==> src/hw/tss_defs.svh <==
// Constants of the TCP socket setup engine: offsets, codes, reset values.
// Included by the design modules and by the testbench; definitions only.
`ifndef TSS_DEFS_SVH
`define TSS_DEFS_SVH

// Socket count and fixed buffer layout
`define TSS_NUM_SOCKETS 8
`define TSS_TX_REGION 16'h8000
`define TSS_RX_REGION 16'hc000
`define TSS_BUF_MASK 16'h07ff
`define TSS_BUF_SHIFT 11

// Global register byte offsets
`define TSS_OFS_MODE 12'h000
`define TSS_OFS_GIMASK 12'h004
`define TSS_OFS_RETRY_TIME 12'h008
`define TSS_OFS_RETRY_CNT 12'h00c
`define TSS_OFS_HWADDR_LO 12'h010
`define TSS_OFS_HWADDR_HI 12'h014
`define TSS_OFS_GATEWAY 12'h018
`define TSS_OFS_SUBNET 12'h01c
`define TSS_OFS_STATION_IP 12'h020
`define TSS_OFS_GISTAT 12'h024

// Socket block: page 0x1, 32 bytes per socket, field offsets below
`define TSS_SOCK_PAGE 4'h1
`define TSS_SO_PROTO 5'h00
`define TSS_SO_PORT 5'h04
`define TSS_SO_CMD 5'h08
`define TSS_SO_STATUS 5'h0c
`define TSS_SO_FLAGS 5'h10
`define TSS_SO_MASK 5'h14
`define TSS_SO_PTR 5'h18
`define TSS_SO_PHYS 5'h1c

// Protocol mode, commands and status codes
`define TSS_PROTO_TCP 8'h01
`define TSS_CMD_OPEN 8'h01
`define TSS_CMD_LISTEN 8'h02
`define TSS_CMD_CONNECT 8'h04
`define TSS_CMD_CLOSE 8'h10
`define TSS_ST_CLOSED 8'h00
`define TSS_ST_INIT 8'h01
`define TSS_ST_LISTEN 8'h02
`define TSS_ST_SYN_SENT 8'h03
`define TSS_ST_SYN_RECV 8'h04
`define TSS_ST_CONNECTED 8'h05

// Event flag position and reset values
`define TSS_CON_BIT 0
`define TSS_MASK_RST 8'hff
`define TSS_GIMASK_RST 8'h00

`endif

==> src/hw/tss_pkg.sv <==
// Types shared by the socket setup engine and its per-socket machine.
// Constants live in tss_defs.svh.
package tss_pkg;

	typedef enum logic [2:0] {
		ST_CLOSED, ST_INIT, ST_LISTEN, ST_SYN_SENT, ST_SYN_RECV, ST_CONNECTED
	} tss_state_e;

	// Command written by the host to one socket
	typedef struct packed {
		logic valid;
		logic [7:0] code;
	} tss_cmd_s;

	// Handshake events from the network side, one-cycle pulses
	typedef struct packed {
		logic syn;
		logic ack;
	} tss_peer_s;

endpackage : tss_pkg

==> src/hw/tss_socket.sv <==
// Connection setup machine of one socket.
// Assumes one-cycle command pulses and synchronised peer event pulses.
`timescale 1ns/1ps
`include "tss_defs.svh"

module tss_socket
	import tss_pkg::*;
(
	input wire logic pclk,
	input wire logic presetn,
	input wire tss_cmd_s cmd,
	input wire logic [7:0] proto_mode,
	input wire tss_peer_s peer,
	input wire logic flag_clr,
	output logic [7:0] status_code,
	output logic connected_flag,
	output logic syn_ack_tx,
	output logic connect_req_tx
);
	tss_state_e state;
	tss_state_e next_state;
	logic [7:0] next_status;
	logic is_open;
	logic is_listen;
	logic is_connect;
	logic is_close;

	// Command decode
	assign is_open = cmd.valid && cmd.code == `TSS_CMD_OPEN;
	assign is_listen = cmd.valid && cmd.code == `TSS_CMD_LISTEN;
	assign is_connect = cmd.valid && cmd.code == `TSS_CMD_CONNECT;
	assign is_close = cmd.valid && cmd.code == `TSS_CMD_CLOSE;

	// Next state; close wins over every other event
	always_comb
	begin
		next_state = state;
		case (state)
			ST_CLOSED:
				if (is_open && proto_mode == `TSS_PROTO_TCP)
					next_state = ST_INIT;
			ST_INIT:
				if (is_listen)
					next_state = ST_LISTEN;
				else if (is_connect)
					next_state = ST_SYN_SENT;
			ST_LISTEN:
				if (peer.syn)
					next_state = ST_SYN_RECV;
			ST_SYN_RECV, ST_SYN_SENT:
				if (peer.ack)
					next_state = ST_CONNECTED;
			ST_CONNECTED:
				next_state = ST_CONNECTED;
			default:
				next_state = ST_CLOSED;
		endcase
		if (is_close)
			next_state = ST_CLOSED;
	end

	// Status code seen by the host
	always_comb
	begin
		case (next_state)
			ST_INIT: next_status = `TSS_ST_INIT;
			ST_LISTEN: next_status = `TSS_ST_LISTEN;
			ST_SYN_SENT: next_status = `TSS_ST_SYN_SENT;
			ST_SYN_RECV: next_status = `TSS_ST_SYN_RECV;
			ST_CONNECTED: next_status = `TSS_ST_CONNECTED;
			default: next_status = `TSS_ST_CLOSED;
		endcase
	end

	// State, status, sticky flag and segment requests
	always_ff @(posedge pclk or negedge presetn)
	begin
		if (!presetn)
		begin
			state <= ST_CLOSED;
			status_code <= `TSS_ST_CLOSED;
			connected_flag <= 1'b0;
			syn_ack_tx <= 1'b0;
			connect_req_tx <= 1'b0;
		end
		else
		begin
			state <= next_state;
			status_code <= next_status;
			connected_flag <= (next_state == ST_CONNECTED &&
				state != ST_CONNECTED) || (connected_flag && !flag_clr);
			syn_ack_tx <= next_state == ST_SYN_RECV && state == ST_LISTEN;
			connect_req_tx <= next_state == ST_SYN_SENT && state == ST_INIT;
		end
	end
endmodule : tss_socket

==> src/hw/tss_engine.sv <==
// TCP socket setup engine: APB register file, eight socket machines,
// buffer address map and the socket interrupt.
// Assumes an APB master on pclk and asynchronous peer event pins.
//
// Implementation choices: the APB interface to the registers and the register addresses.
`timescale 1ns/1ps
`include "tss_defs.svh"

module tss_engine
	import tss_pkg::*;
#(
	parameter int NSOCK = `TSS_NUM_SOCKETS
)
(
	input wire logic pclk,
	input wire logic presetn,
	input wire logic psel,
	input wire logic penable,
	input wire logic pwrite,
	input wire logic [11:0] paddr,
	input wire logic [31:0] pwdata,
	output logic [31:0] prdata,
	output logic pready,
	output logic pslverr,
	input wire logic [NSOCK-1:0] peer_syn_in,
	input wire logic [NSOCK-1:0] peer_ack_in,
	output logic [NSOCK-1:0] syn_ack_tx,
	output logic [NSOCK-1:0] connect_req_tx,
	output logic irq,
	output logic interrupt_out_n
);
	// Global settings
	logic [7:0] global_mode;
	logic [7:0] global_interrupt_mask;
	logic [15:0] retry_interval;
	logic [7:0] retry_limit;
	logic [47:0] station_hw_address;
	logic [31:0] gateway_ip;
	logic [31:0] subnet_mask_setting;
	logic [31:0] station_ip;

	// Per-socket settings
	logic [7:0] socket_protocol_mode [NSOCK];
	logic [15:0] socket_source_port [NSOCK];
	logic [7:0] socket_event_mask [NSOCK];
	logic [15:0] socket_pointer [NSOCK];
	logic [7:0] socket_status_code [NSOCK];
	logic [NSOCK-1:0] connected_flag;
	logic [15:0] socket_tx_buffer_base [NSOCK];
	logic [15:0] socket_rx_buffer_base [NSOCK];
	logic [15:0] socket_tx_phys [NSOCK];
	logic [15:0] socket_rx_phys [NSOCK];

	// Peer event synchronisers
	logic [NSOCK-1:0] syn_s1;
	logic [NSOCK-1:0] syn_s2;
	logic [NSOCK-1:0] syn_s3;
	logic [NSOCK-1:0] ack_s1;
	logic [NSOCK-1:0] ack_s2;
	logic [NSOCK-1:0] ack_s3;
	logic [NSOCK-1:0] syn_pulse;
	logic [NSOCK-1:0] ack_pulse;

	// Bus decode
	logic wr_en;
	logic rd_setup;
	logic is_sock;
	logic [2:0] sidx;
	logic [4:0] sfld;
	logic hit_global;
	logic hit;
	logic [31:0] next_prdata;
	logic [NSOCK-1:0] sock_pend;
	logic next_irq;

	// Buffer start plus masked pointer offset, wrapping within 2 KB
	function automatic logic [15:0] buf_addr(input logic [15:0] region,
		input logic [2:0] n, input logic [15:0] ptr);
		logic [15:0] base;
		base = region + {2'b00, n, 11'h000};
		return base | (ptr & `TSS_BUF_MASK);
	endfunction : buf_addr

	// Zero-wait slave: answers in the access phase of every transfer
	assign pready = 1'b1;
	assign wr_en = psel && penable && pwrite;
	assign rd_setup = psel && !penable && !pwrite;
	assign is_sock = paddr[11:8] == `TSS_SOCK_PAGE && paddr[1:0] == 2'b00;
	assign sidx = paddr[7:5];
	assign sfld = paddr[4:0];
	assign hit_global = paddr <= `TSS_OFS_GISTAT && paddr[1:0] == 2'b00;
	assign hit = hit_global || (is_sock && 32'(sidx) < NSOCK);
	assign pslverr = psel && penable && !hit;

	// Interrupt: socket flag, socket mask and global socket mask
	assign next_irq = |(sock_pend & global_interrupt_mask);
	assign interrupt_out_n = !irq;

	// Two flip-flops, then an edge detect on the second
	always_ff @(posedge pclk or negedge presetn)
	begin
		if (!presetn)
		begin
			syn_s1 <= '0;
			syn_s2 <= '0;
			syn_s3 <= '0;
			ack_s1 <= '0;
			ack_s2 <= '0;
			ack_s3 <= '0;
		end
		else
		begin
			syn_s1 <= peer_syn_in;
			syn_s2 <= syn_s1;
			syn_s3 <= syn_s2;
			ack_s1 <= peer_ack_in;
			ack_s2 <= ack_s1;
			ack_s3 <= ack_s2;
		end
	end
	assign syn_pulse = syn_s2 & ~syn_s3;
	assign ack_pulse = ack_s2 & ~ack_s3;

	// Eight independent sockets with fixed buffer bases
	for (genvar i = 0; i < NSOCK; i++)
	begin : g_sock
		tss_cmd_s cmd;
		tss_peer_s peer;
		logic flag_clr;
		logic sel;

		assign sel = wr_en && is_sock && 32'(sidx) == i;
		assign cmd.valid = sel && sfld == `TSS_SO_CMD;
		assign cmd.code = pwdata[7:0];
		assign flag_clr = sel && sfld == `TSS_SO_FLAGS &&
			pwdata[`TSS_CON_BIT];
		assign peer.syn = syn_pulse[i];
		assign peer.ack = ack_pulse[i];
		assign socket_tx_buffer_base[i] =
			buf_addr(`TSS_TX_REGION, 3'(i), 16'h0000);
		assign socket_rx_buffer_base[i] =
			buf_addr(`TSS_RX_REGION, 3'(i), 16'h0000);
		assign socket_tx_phys[i] =
			buf_addr(`TSS_TX_REGION, 3'(i), socket_pointer[i]);
		assign socket_rx_phys[i] =
			buf_addr(`TSS_RX_REGION, 3'(i), socket_pointer[i]);
		assign sock_pend[i] = connected_flag[i] &&
			socket_event_mask[i][`TSS_CON_BIT];

		tss_socket u_sock (
			.pclk(pclk),
			.presetn(presetn),
			.cmd(cmd),
			.proto_mode(socket_protocol_mode[i]),
			.peer(peer),
			.flag_clr(flag_clr),
			.status_code(socket_status_code[i]),
			.connected_flag(connected_flag[i]),
			.syn_ack_tx(syn_ack_tx[i]),
			.connect_req_tx(connect_req_tx[i])
		);
	end

	// Global register writes
	always_ff @(posedge pclk or negedge presetn)
	begin
		if (!presetn)
		begin
			global_mode <= 8'h00;
			global_interrupt_mask <= `TSS_GIMASK_RST;
			retry_interval <= 16'h0000;
			retry_limit <= 8'h00;
			station_hw_address <= 48'h000000000000;
			gateway_ip <= 32'h00000000;
			subnet_mask_setting <= 32'h00000000;
			station_ip <= 32'h00000000;
		end
		else if (wr_en && hit_global)
		begin
			case (paddr)
				`TSS_OFS_MODE: global_mode <= pwdata[7:0];
				`TSS_OFS_GIMASK: global_interrupt_mask <= pwdata[7:0];
				`TSS_OFS_RETRY_TIME: retry_interval <= pwdata[15:0];
				`TSS_OFS_RETRY_CNT: retry_limit <= pwdata[7:0];
				`TSS_OFS_HWADDR_LO: station_hw_address[31:0] <= pwdata;
				`TSS_OFS_HWADDR_HI:
					station_hw_address[47:32] <= pwdata[15:0];
				`TSS_OFS_GATEWAY: gateway_ip <= pwdata;
				`TSS_OFS_SUBNET: subnet_mask_setting <= pwdata;
				`TSS_OFS_STATION_IP: station_ip <= pwdata;
				default: global_mode <= global_mode;
			endcase
		end
	end

	// Socket register writes
	always_ff @(posedge pclk or negedge presetn)
	begin
		if (!presetn)
		begin
			for (int i = 0; i < NSOCK; i++)
			begin
				socket_protocol_mode[i] <= 8'h00;
				socket_source_port[i] <= 16'h0000;
				socket_event_mask[i] <= `TSS_MASK_RST;
				socket_pointer[i] <= 16'h0000;
			end
		end
		else if (wr_en && is_sock && 32'(sidx) < NSOCK)
		begin
			case (sfld)
				`TSS_SO_PROTO: socket_protocol_mode[sidx] <= pwdata[7:0];
				`TSS_SO_PORT: socket_source_port[sidx] <= pwdata[15:0];
				`TSS_SO_MASK: socket_event_mask[sidx] <= pwdata[7:0];
				`TSS_SO_PTR: socket_pointer[sidx] <= pwdata[15:0];
				default: socket_pointer[sidx] <= socket_pointer[sidx];
			endcase
		end
	end

	// Read multiplexer; unmapped words read as zero
	always_comb
	begin
		next_prdata = 32'h00000000;
		if (is_sock && 32'(sidx) < NSOCK)
		begin
			case (sfld)
				`TSS_SO_PROTO: next_prdata[7:0] = socket_protocol_mode[sidx];
				`TSS_SO_PORT: next_prdata[15:0] = socket_source_port[sidx];
				`TSS_SO_STATUS: next_prdata[7:0] = socket_status_code[sidx];
				`TSS_SO_FLAGS:
					next_prdata[`TSS_CON_BIT] = connected_flag[sidx];
				`TSS_SO_MASK: next_prdata[7:0] = socket_event_mask[sidx];
				`TSS_SO_PTR: next_prdata = {socket_tx_buffer_base[sidx],
					socket_pointer[sidx]};
				`TSS_SO_PHYS: next_prdata = {socket_rx_phys[sidx],
					socket_tx_phys[sidx]};
				default: next_prdata = 32'h00000000;
			endcase
		end
		else if (hit_global)
		begin
			case (paddr)
				`TSS_OFS_MODE: next_prdata[7:0] = global_mode;
				`TSS_OFS_GIMASK: next_prdata[7:0] = global_interrupt_mask;
				`TSS_OFS_RETRY_TIME: next_prdata[15:0] = retry_interval;
				`TSS_OFS_RETRY_CNT: next_prdata[7:0] = retry_limit;
				`TSS_OFS_HWADDR_LO: next_prdata = station_hw_address[31:0];
				`TSS_OFS_HWADDR_HI:
					next_prdata[15:0] = station_hw_address[47:32];
				`TSS_OFS_GATEWAY: next_prdata = gateway_ip;
				`TSS_OFS_SUBNET: next_prdata = subnet_mask_setting;
				`TSS_OFS_STATION_IP: next_prdata = station_ip;
				`TSS_OFS_GISTAT: next_prdata[NSOCK-1:0] = sock_pend;
				default: next_prdata = 32'h00000000;
			endcase
		end
	end

	// Read data captured in the setup phase; interrupt level registered
	always_ff @(posedge pclk or negedge presetn)
	begin
		if (!presetn)
		begin
			prdata <= 32'h00000000;
			irq <= 1'b0;
		end
		else
		begin
			if (rd_setup)
				prdata <= next_prdata;
			irq <= next_irq;
		end
	end
endmodule : tss_engine

==> config.mk <==
export PLATFORM = sky130hd
export DESIGN_NAME = tss_engine
export DESIGN_NICKNAME = d
export VERILOG_FILES = /design/src/hw/tss_pkg.sv /design/src/hw/tss_socket.sv /design/src/hw/tss_engine.sv
export VERILOG_INCLUDE_DIRS = /design/src /design/src/hw
export SDC_FILE = /design/constraint.sdc
export NUM_CORES = 1
export LEC_CHECK = 0
export BUFFER_PORTS_ARGS = -buffer_cell sky130_fd_sc_hd__buf_4
export CAP_MARGIN = 15
export CORE_MARGIN = 2
export CORE_UTILIZATION = 59
export DETAILED_ROUTE_END_ITERATION = 16
export PLACE_DENSITY = 0.76
export SLEW_MARGIN = 10
export SYNTH_ARGS = -nofsm -noshare
export SYNTH_HDL_FRONTEND = slang
export SYNTH_HIERARCHICAL = 1
export SYNTH_SLANG_ARGS = --single-unit
==> constraint.sdc <==
create_clock -name pclk -period 2.55 [get_ports pclk]
set_input_delay 0.255 -clock pclk [delete_from_list [all_inputs] [get_ports pclk]]
set_output_delay 0.255 -clock pclk [all_outputs]
set_load 0.05 [all_outputs]
==> results of run 1 <==
-- kinds of logic (layout without fill, tap and decap cells) --
kind of cell           after synthesis  count (layout)  synth area share, %
AO/OA/AOI/OAI                      448             448                 9.56
XOR/XNOR                             8               8                0.208
buffers and inverters              252             597                 3.73
flip-flops                         721             721                 53.8
multiplexers                       709             709                 24.7
other                                9              43                0.100
AND/OR/NAND/NOR                    479             479                 7.87
-- power by group --
part           internal [uW]  total (uW)  switching (uW)
Sequential             11500       11600            62.7
Clock                   6400       11000            4600
Combinational            535        1660            1130
Total                  18500       24200            5790
-- sequential cells by signal, indices dropped and copies added (netlist names), 32 cells and up --
signal	cells
gateway_ip	32
station_ip	32
socket_protocol_mode	64
socket_pointer	128
prdata	32
socket_source_port	128
socket_event_mask	64
station_hw_address	48
subnet_mask_setting	32
-- through the flow --
stage               hold slack (ns)  utilization (%)
global route                 0.0384             71.0
floorplan                   -0.0406                -
global placement              0.203             66.1
detailed placement            0.208             66.1
finish                       0.0505             71.0
CTS                          0.0216             71.0
-- routing by layer --
| layer | up-vias | global-route usage [%] | wire [microns] |
|---|---|---|---|
| li1 | 10300 | - | - |
| met1 | 12800 | 44.9 | 38900 |
| met2 | 1256 | 55.0 | 47900 |
| met3 | 308 | 5.80 | 8040 |
| met4 | 0 | 17.3 | 5260 |
| met5 | - | 0 | 0 |
-- final cells by class --
class | instances | area, sq um
repair buffers | 423 | 3870
diodes | 2 | 5.00
multi-input cells | 1685 | 14500
clock inverters | 25 | 328
inverters | 40 | 150
well taps | 756 | 946
flip-flops and latches | 721 | 18100
clock buffers | 109 | 2110
fillers | 3815 | 16300
-- timing repair --
action,CTS,global route
buffers inserted,0,0
hold endpoints to repair,178,0
hold buffers,33,0
-- layout by cell type, fill, tap and decap left out, types with 11 or more instances in the layout --
| cell | synthesis | final |
|---|---|---|
| nor2b_1 | 24 | 22 |
| and3_1 | 18 | 18 |
| a21oi_1 | 93 | 93 |
| mux2_2 | 603 | 603 |
| clkbuf_8 | 0 | 11 |
| dfrtp_1 | 657 | 657 |
| a31oi_1 | 25 | 25 |
| conb_1 | 9 | 41 |
| nand2b_1 | 18 | 18 |
| dlygate4sd3_1 | 0 | 33 |
| nor4b_1 | 24 | 24 |
| o22ai_1 | 32 | 32 |
| a2111oi_0 | 12 | 12 |
| clkbuf_16 | 0 | 75 |
| mux4_2 | 37 | 37 |
| nand3_1 | 19 | 17 |
| nor2_1 | 106 | 105 |
| clkbuf_1 | 87 | 23 |
| buf_12 | 0 | 48 |
| a22oi_1 | 62 | 62 |
| inv_1 | 32 | 31 |
| buf_4 | 63 | 341 |
| a22o_1 | 19 | 19 |
| a221o_1 | 14 | 14 |
| and2_1 | 11 | 11 |
| a221oi_1 | 86 | 86 |
| o21ai_0 | 47 | 47 |
| nor2_2 | 23 | 22 |
| nor3_1 | 29 | 21 |
| nand2_1 | 120 | 120 |
| mux2i_1 | 66 | 66 |
| dfstp_2 | 64 | 64 |
| or3b_2 | 17 | 14 |
| or3_1 | 18 | 18 |
-- how the worst max path moves through the flow --
stage | from | end | slack [ns] | cells after the start
2_1_floorplan | paddr[6] | g_sock[5].u_sock/connected_flag$_DFF_PN0_ | -0.04 | 11
3_3_place_gp | paddr[10] | g_sock[0].u_sock/connected_flag$_DFF_PN0_ | -0.29 | 11
6_report | socket_pointer[55]$_DFFE_PN0P_ | prdata[7]$_DFFE_PN0P_ | 0.23 | 7
4_1_cts | socket_pointer[80]$_DFFE_PN0P_ | prdata[16]$_DFFE_PN0P_ | 0.24 | 7
5_1_grt | socket_pointer[80]$_DFFE_PN0P_ | prdata[16]$_DFFE_PN0P_ | 0.17 | 7
3_5_place_dp | paddr[10] | g_sock[0].u_sock/connected_flag$_DFF_PN0_ | -0.31 | 11
==> out/qor.yml, run 1 <==
netlist_top_cells_count: "657 x dfrtp_1, 603 x mux2_2, 120 x nand2_1, 106 x nor2_1, 93 x a21oi_1"
drive_gt1_share_pct: 43.4
ys_types: 64
clockBufferDepth: 3
grt_remaining_overflow: 0
synthArstFlopShare_pct: 100
cts_buffers: 74
finalPower_uw: 24200
r2r_end: "prdata[7]$_DFFE_PN0P_"
row_count: 87
place_area_sq_um: 37300
skew_ns: 0.0244
cp_max_fo: 2
fin_nets: 3010
synth.area.top_cells: "dfrtp_1 49%, mux2_2 20%, dfstp_2 5.0%"
vias_per_cell: 6.54
htreeDepth: 3
ys_warn_count: 6
slew_headroom_pct: 41.0
slowest_stage: "mux4_2"
wl_per_cell_microns: 26.6
powerDensity_nw_per_um2: 605
synth_cells: 2626
leakage_uw: 0.0188
fmax_ghz: 0.431
setup_viol: 0
start_util_pct: 59.7
r2r_start: "socket_pointer[55]$_DFFE_PN0P_"
core-area_sq_um: 56400
synth_seq_area_share_pct: 53.8
arrival_ns: 2.81
r2r_slack_ns: 0.23
rsz0062_at_grt: "no"
hold_viol_final: 0
cts_tree: "yes"
numPortBuffers: 115
vias: 24600
die_h_microns: 243
vdd_drop_max_mv: 0.654
root_buffer: "clkbuf_16"
drc: 0
finalWirelength_microns: 100000
worstHoldPathType: "input pin to flop"
crit_type: "flop to flop"
clk_pin_slew_ns: 0.06
worstHoldEndpoint: "socket_source_port[30]$_DFFE_PN0P_"
grt_pass1_wl_microns: 154000
grt_use_total_pct: 34.1
syn_area_sq_um: 33700
cpPeakStageDelay_ns: 0.46
area_growth_syn_to_layout_pct: 19.0
die-area_sq_um: 59000
pre_cts_slack_ns: -0.306
avgSynthCellArea_sq_um: 12.8
drtIter0Drc: 2595
critical_path.cell_chain: "mux4_2 -> mux2i_1 -> nor2_1 -> a211oi_1 -> buf_4 -> a31oi_1 -> o32a_1"
synth_edf_count: 0
setup_ws_ns: 0.232
status: "finished, final reports clean"
dp_hpwl_microns: 67600
finalInstanceArea_sq_um: 40100
firstDrtPassIters: 6
first_global_vias: 25900
clk_latency_ns: 0.63
crit_family: "multiplexers"
synth-seq-cells: 721
die_w_microns: 243
synth_ff_type: "dfrtp_1"
cp-start-kind: "flop"
crit_buf_inv: 1
synth_top_area_cell: "dfrtp_1"
num_io_pins: 117
grt_max_degree: 127
final_max_slew_viol_count: 0
final.min_clock_period_ns: 2.32
fin_cells: 3761
antenna_found_initial: 1
clock-sinks: 721
post-place-cells: 3592
worstHoldStart: "pwdata[14]"
cap_violations: 0
fin_crit_sh_pct: 90.9
synth_top_area_share_pct: 48.8
cp.required_ns: 3.05
fin_tns_setup_ns: 0
yosysMostFrequentCell: "dfrtp_1"
gp_congestion: 0.928
cp-end-kind: "flop"
hold_depth: 2
antenna_left: 0
cts_resized: 0
worst_pin_slew_ns: 0.885
reg2reg_depth: 7
Power figures use the tool's default switching activity.
==> run 2, diff against run 1 <==
--- a/config.mk
+++ b/config.mk
@@ -15,5 +15,4 @@
 export SLEW_MARGIN = 10
 export SYNTH_ARGS = -nofsm -noshare
 export SYNTH_HDL_FRONTEND = slang
-export SYNTH_HIERARCHICAL = 1
 export SYNTH_SLANG_ARGS = --single-unit
==> run 2 against run 1 <==
Setup slack gained 0.047 ns. Die area shrank 1.5%. Count of clock-buffer cells in the layout grew 9. Critical endpoint is now g_sock[6].u_sock.connected_flag$_DFF_PN0_. Non-clock buffer count shrank 9. Final area shrank 1.1%. Flip-flop and latch count is the same. Hold slack lost 0.014 ns. Register-to-register slack gained 0.098 ns. Clock power grew 5%. Core utilization grew 0.62 points. Clock skew shrank 0.0018 ns. Synthesized cell count shrank 5.0%.
==> out/qor.yml, run 2 <==
finalInstanceArea_sq_um: 39600
numPortBuffers: 115
root_buffer: "clkbuf_16"
ys_warn_count: 0
cts_resized: 0
vias_per_cell: 6.63
seq_power_share_pct: 46.6
switching_share_pct: 24.0
final_common_cell: "dfrtp_1"
cp_max_fo: 31
ff_latch_area_sq_um: 18100
drtIter0Drc: 2577
final.min_clock_period_ns: 2.27
worstHoldPathType: "input pin to flop"
finalWirelength_microns: 103000
wl_per_cell_microns: 28.6
skew_ns: 0.0226
htreeDepth: 3
row_count: 86
grt_pass1_wl_microns: 156000
dp_hpwl_microns: 70600
vias: 23900
fin_cells: 3608
clk_latency_ns: 0.62
grt_use_total_pct: 36.1
reg_top3: "socket_pointer: 128 flops, socket_source_port: 128 flops"
drive_gt1_share_pct: 45.4
worst_pin_slew_ns: 0.726
fin_nets: 2863
leakage_uw: 0.0184
clockBufferDepth: 3
multiInputGateArea_sq_um: 14100
die_h_microns: 241
internal_power_uw: 19100
slew_headroom_pct: 51.5
die-area_sq_um: 58100
arrival_ns: 2.74
cp-start-kind: "input pin"
crit_type: "input pin to flop"
start_util_pct: 59.9
synth_seq_area_share_pct: 54.7
cp.required_ns: 3.02
first_global_vias: 24900
final_max_slew_viol_count: 0
drc: 0
critical_path.cell_chain: "dlygate4sd3_1 -> buf_4 -> buf_4 -> nand3_1 -> o21ai_0 -> o21ai_0"
setup_viol: 0
synth_top_area_cell: "dfrtp_1"
syn_area_sq_um: 33100
vdd_drop_max_mv: 0.487
grt_remaining_overflow: 0
cts_buffers: 75
synth_top_area_share_pct: 49.6
clock-sinks: 721
grt_max_degree: 95
ctsHoldBuffers: 34
antenna_left: 0
firstDrtPassIters: 7
place_area_sq_um: 36700
ys_types: 89
core-area_sq_um: 55300
powerDensity_nw_per_um2: 635
synth_ff_type: "dfrtp_1"
synth_cells: 2495
synth_nets: 2560
pwr-share-clk_pct: 45.7
yosysMostFrequentCell: "dfrtp_1"
postCtsSetupBuffers: 0
synth_edf_count: 0
avgSynthCellArea_sq_um: 13.3
slowest_stage: "o21ai_0"
gp_congestion: 0.983
num_io_pins: 117
crit_family: "buffers and inverters"
p_comb_share_pct: 7.7
cpPeakStageDelay_ns: 0.62
synthArstFlopShare_pct: 100
crit_buf_inv: 3
power.switching_uw: 6050
status: "finished, final reports clean"
synth.area.top_cells: "dfrtp_1 50%, mux2_2 21%, dfstp_2 5.1%"
antennaDiodeCount: 0
rsz0062_at_grt: "no"
layout_common_cells: "657 x dfrtp_1, 618 x mux2_2, 327 x buf_4"
antenna_found_initial: 2
clk_pin_slew_ns: 0.06
die_w_microns: 241
post-place-cells: 3435
area_growth_syn_to_layout_pct: 19.6
netlist_top_cells_count: "657 x dfrtp_1, 618 x mux2_2, 103 x nand2_1, 99 x nor2_1, 86 x clkbuf_1"
cp-end-kind: "flop"
cap_violations: 0
hold_viol_final: 0
synth-seq-cells: 721
fmax_ghz: 0.440
fin_crit_sh_pct: 89.0
nFillCells: 3705
cts_tree: "yes"
run 2: changes by cell type in the layout (fill, tap and decap cells not counted), moves of 18 or more:
cell      delta
conb_1      -40
a21oi_1     -36
a221oi_1    -31
inv_1       -25
o22ai_1     -20
o21ai_0     +19
mux2i_1     -18
run 2: metal layers:
metal  share of wire, %  vias up  wire length (microns)  GRT usage, %
li1                   -     9924                      -             -
met1                 40    12400                  41600          49.7
met2                 46     1301                  47400          56.0
met3                9.6      271                   9880          8.25
met4                4.1        2                   4230          14.6
met5              0.013        -                     13             0
run 2: layout make-up:
class | instances | area share [%]
well taps | 748 | 2.36
repair buffers | 414 | 9.72
flip-flops and latches | 721 | 45.7
inverters | 7 | 0.0663
clock buffers | 118 | 5.76
clock inverters | 21 | 0.796
multi-input cells | 1579 | 35.6
run 2: path summary, 6_finish.rpt:
kind / from / end / slack [ns] / depth (start not counted)
worst max register to register: socket_pointer[70]$_DFFE_PN0P_ / prdata[6]$_DFFE_PN0P_ / 0.33 / 7
max in group asynchronous: presetn / gateway_ip[29]$_DFFE_PN0P_ / 1.39 / 3
min in group asynchronous: presetn / global_interrupt_mask[6]$_DFFE_PN0P_ / 0.22 / 2
worst min register to register: ack_s1[7]$_DFF_PN0_ / ack_s2[7]$_DFF_PN0_ / 0.35 / 0
worst min-delay path: pwdata[13] / socket_source_port[109]$_DFFE_PN0P_ / 0.04 / 2
worst max-delay path: pwdata[0] / g_sock[6].u_sock.connected_flag$_DFF_PN0_ / 0.28 / 6
run 2: power groups by stage:
stage	logic, uW	clock network (uW)	registers (uW)
6_report	1930	11500	11700
5_1_grt	2030	12100	11700
4_1_cts	1910	11600	11700
3_5_place_dp	1850	0	11900
3_3_place_gp	1820	0	11900
2_1_floorplan	664	0	12100
run 2: kinds of logic (layout without fill, tap and decap cells):
family / after synthesis / count (layout) / share of synthesized area (%)
flops: 721 / 721 / 54.7
xor+xnor: 2 / 2 / 0.0529
simple gates: 443 / 443 / 7.59
buf+inv: 195 / 560 / 2.91
compound gates: 420 / 420 / 9.20
other cells: 1 / 1 / 0.0113
mux: 713 / 713 / 25.5
run 2: worst register-to-register path, delay by kind of cell, from the launching register on:
family	cells	cell delay, ns
AO/OA/AOI/OAI	2	0.62
buffers and inverters	2	0.42
flip-flops	1	0.38
multiplexers	2	0.63
AND/OR/NAND/NOR	1	0.07
run 2: stage by stage:
stage / total power, uW / hold WS, ns / util (%) / setup TNS, ns / setup slack [ns]
4_1_cts: 25200 / 0.00547 / 71.7 / 0 / 0.373
5_1_grt: 25900 / 0.0282 / 71.7 / 0 / 0.236
2_1_floorplan: 12700 / -0.0406 / - / 0 / 0.336
6_report: 25200 / 0.0360 / 71.7 / 0 / 0.280
3_3_place_gp: 13700 / 0.270 / 66.3 / -1.52 / -0.125
3_5_place_dp: 13800 / 0.266 / 66.3 / -3.25 / -0.172
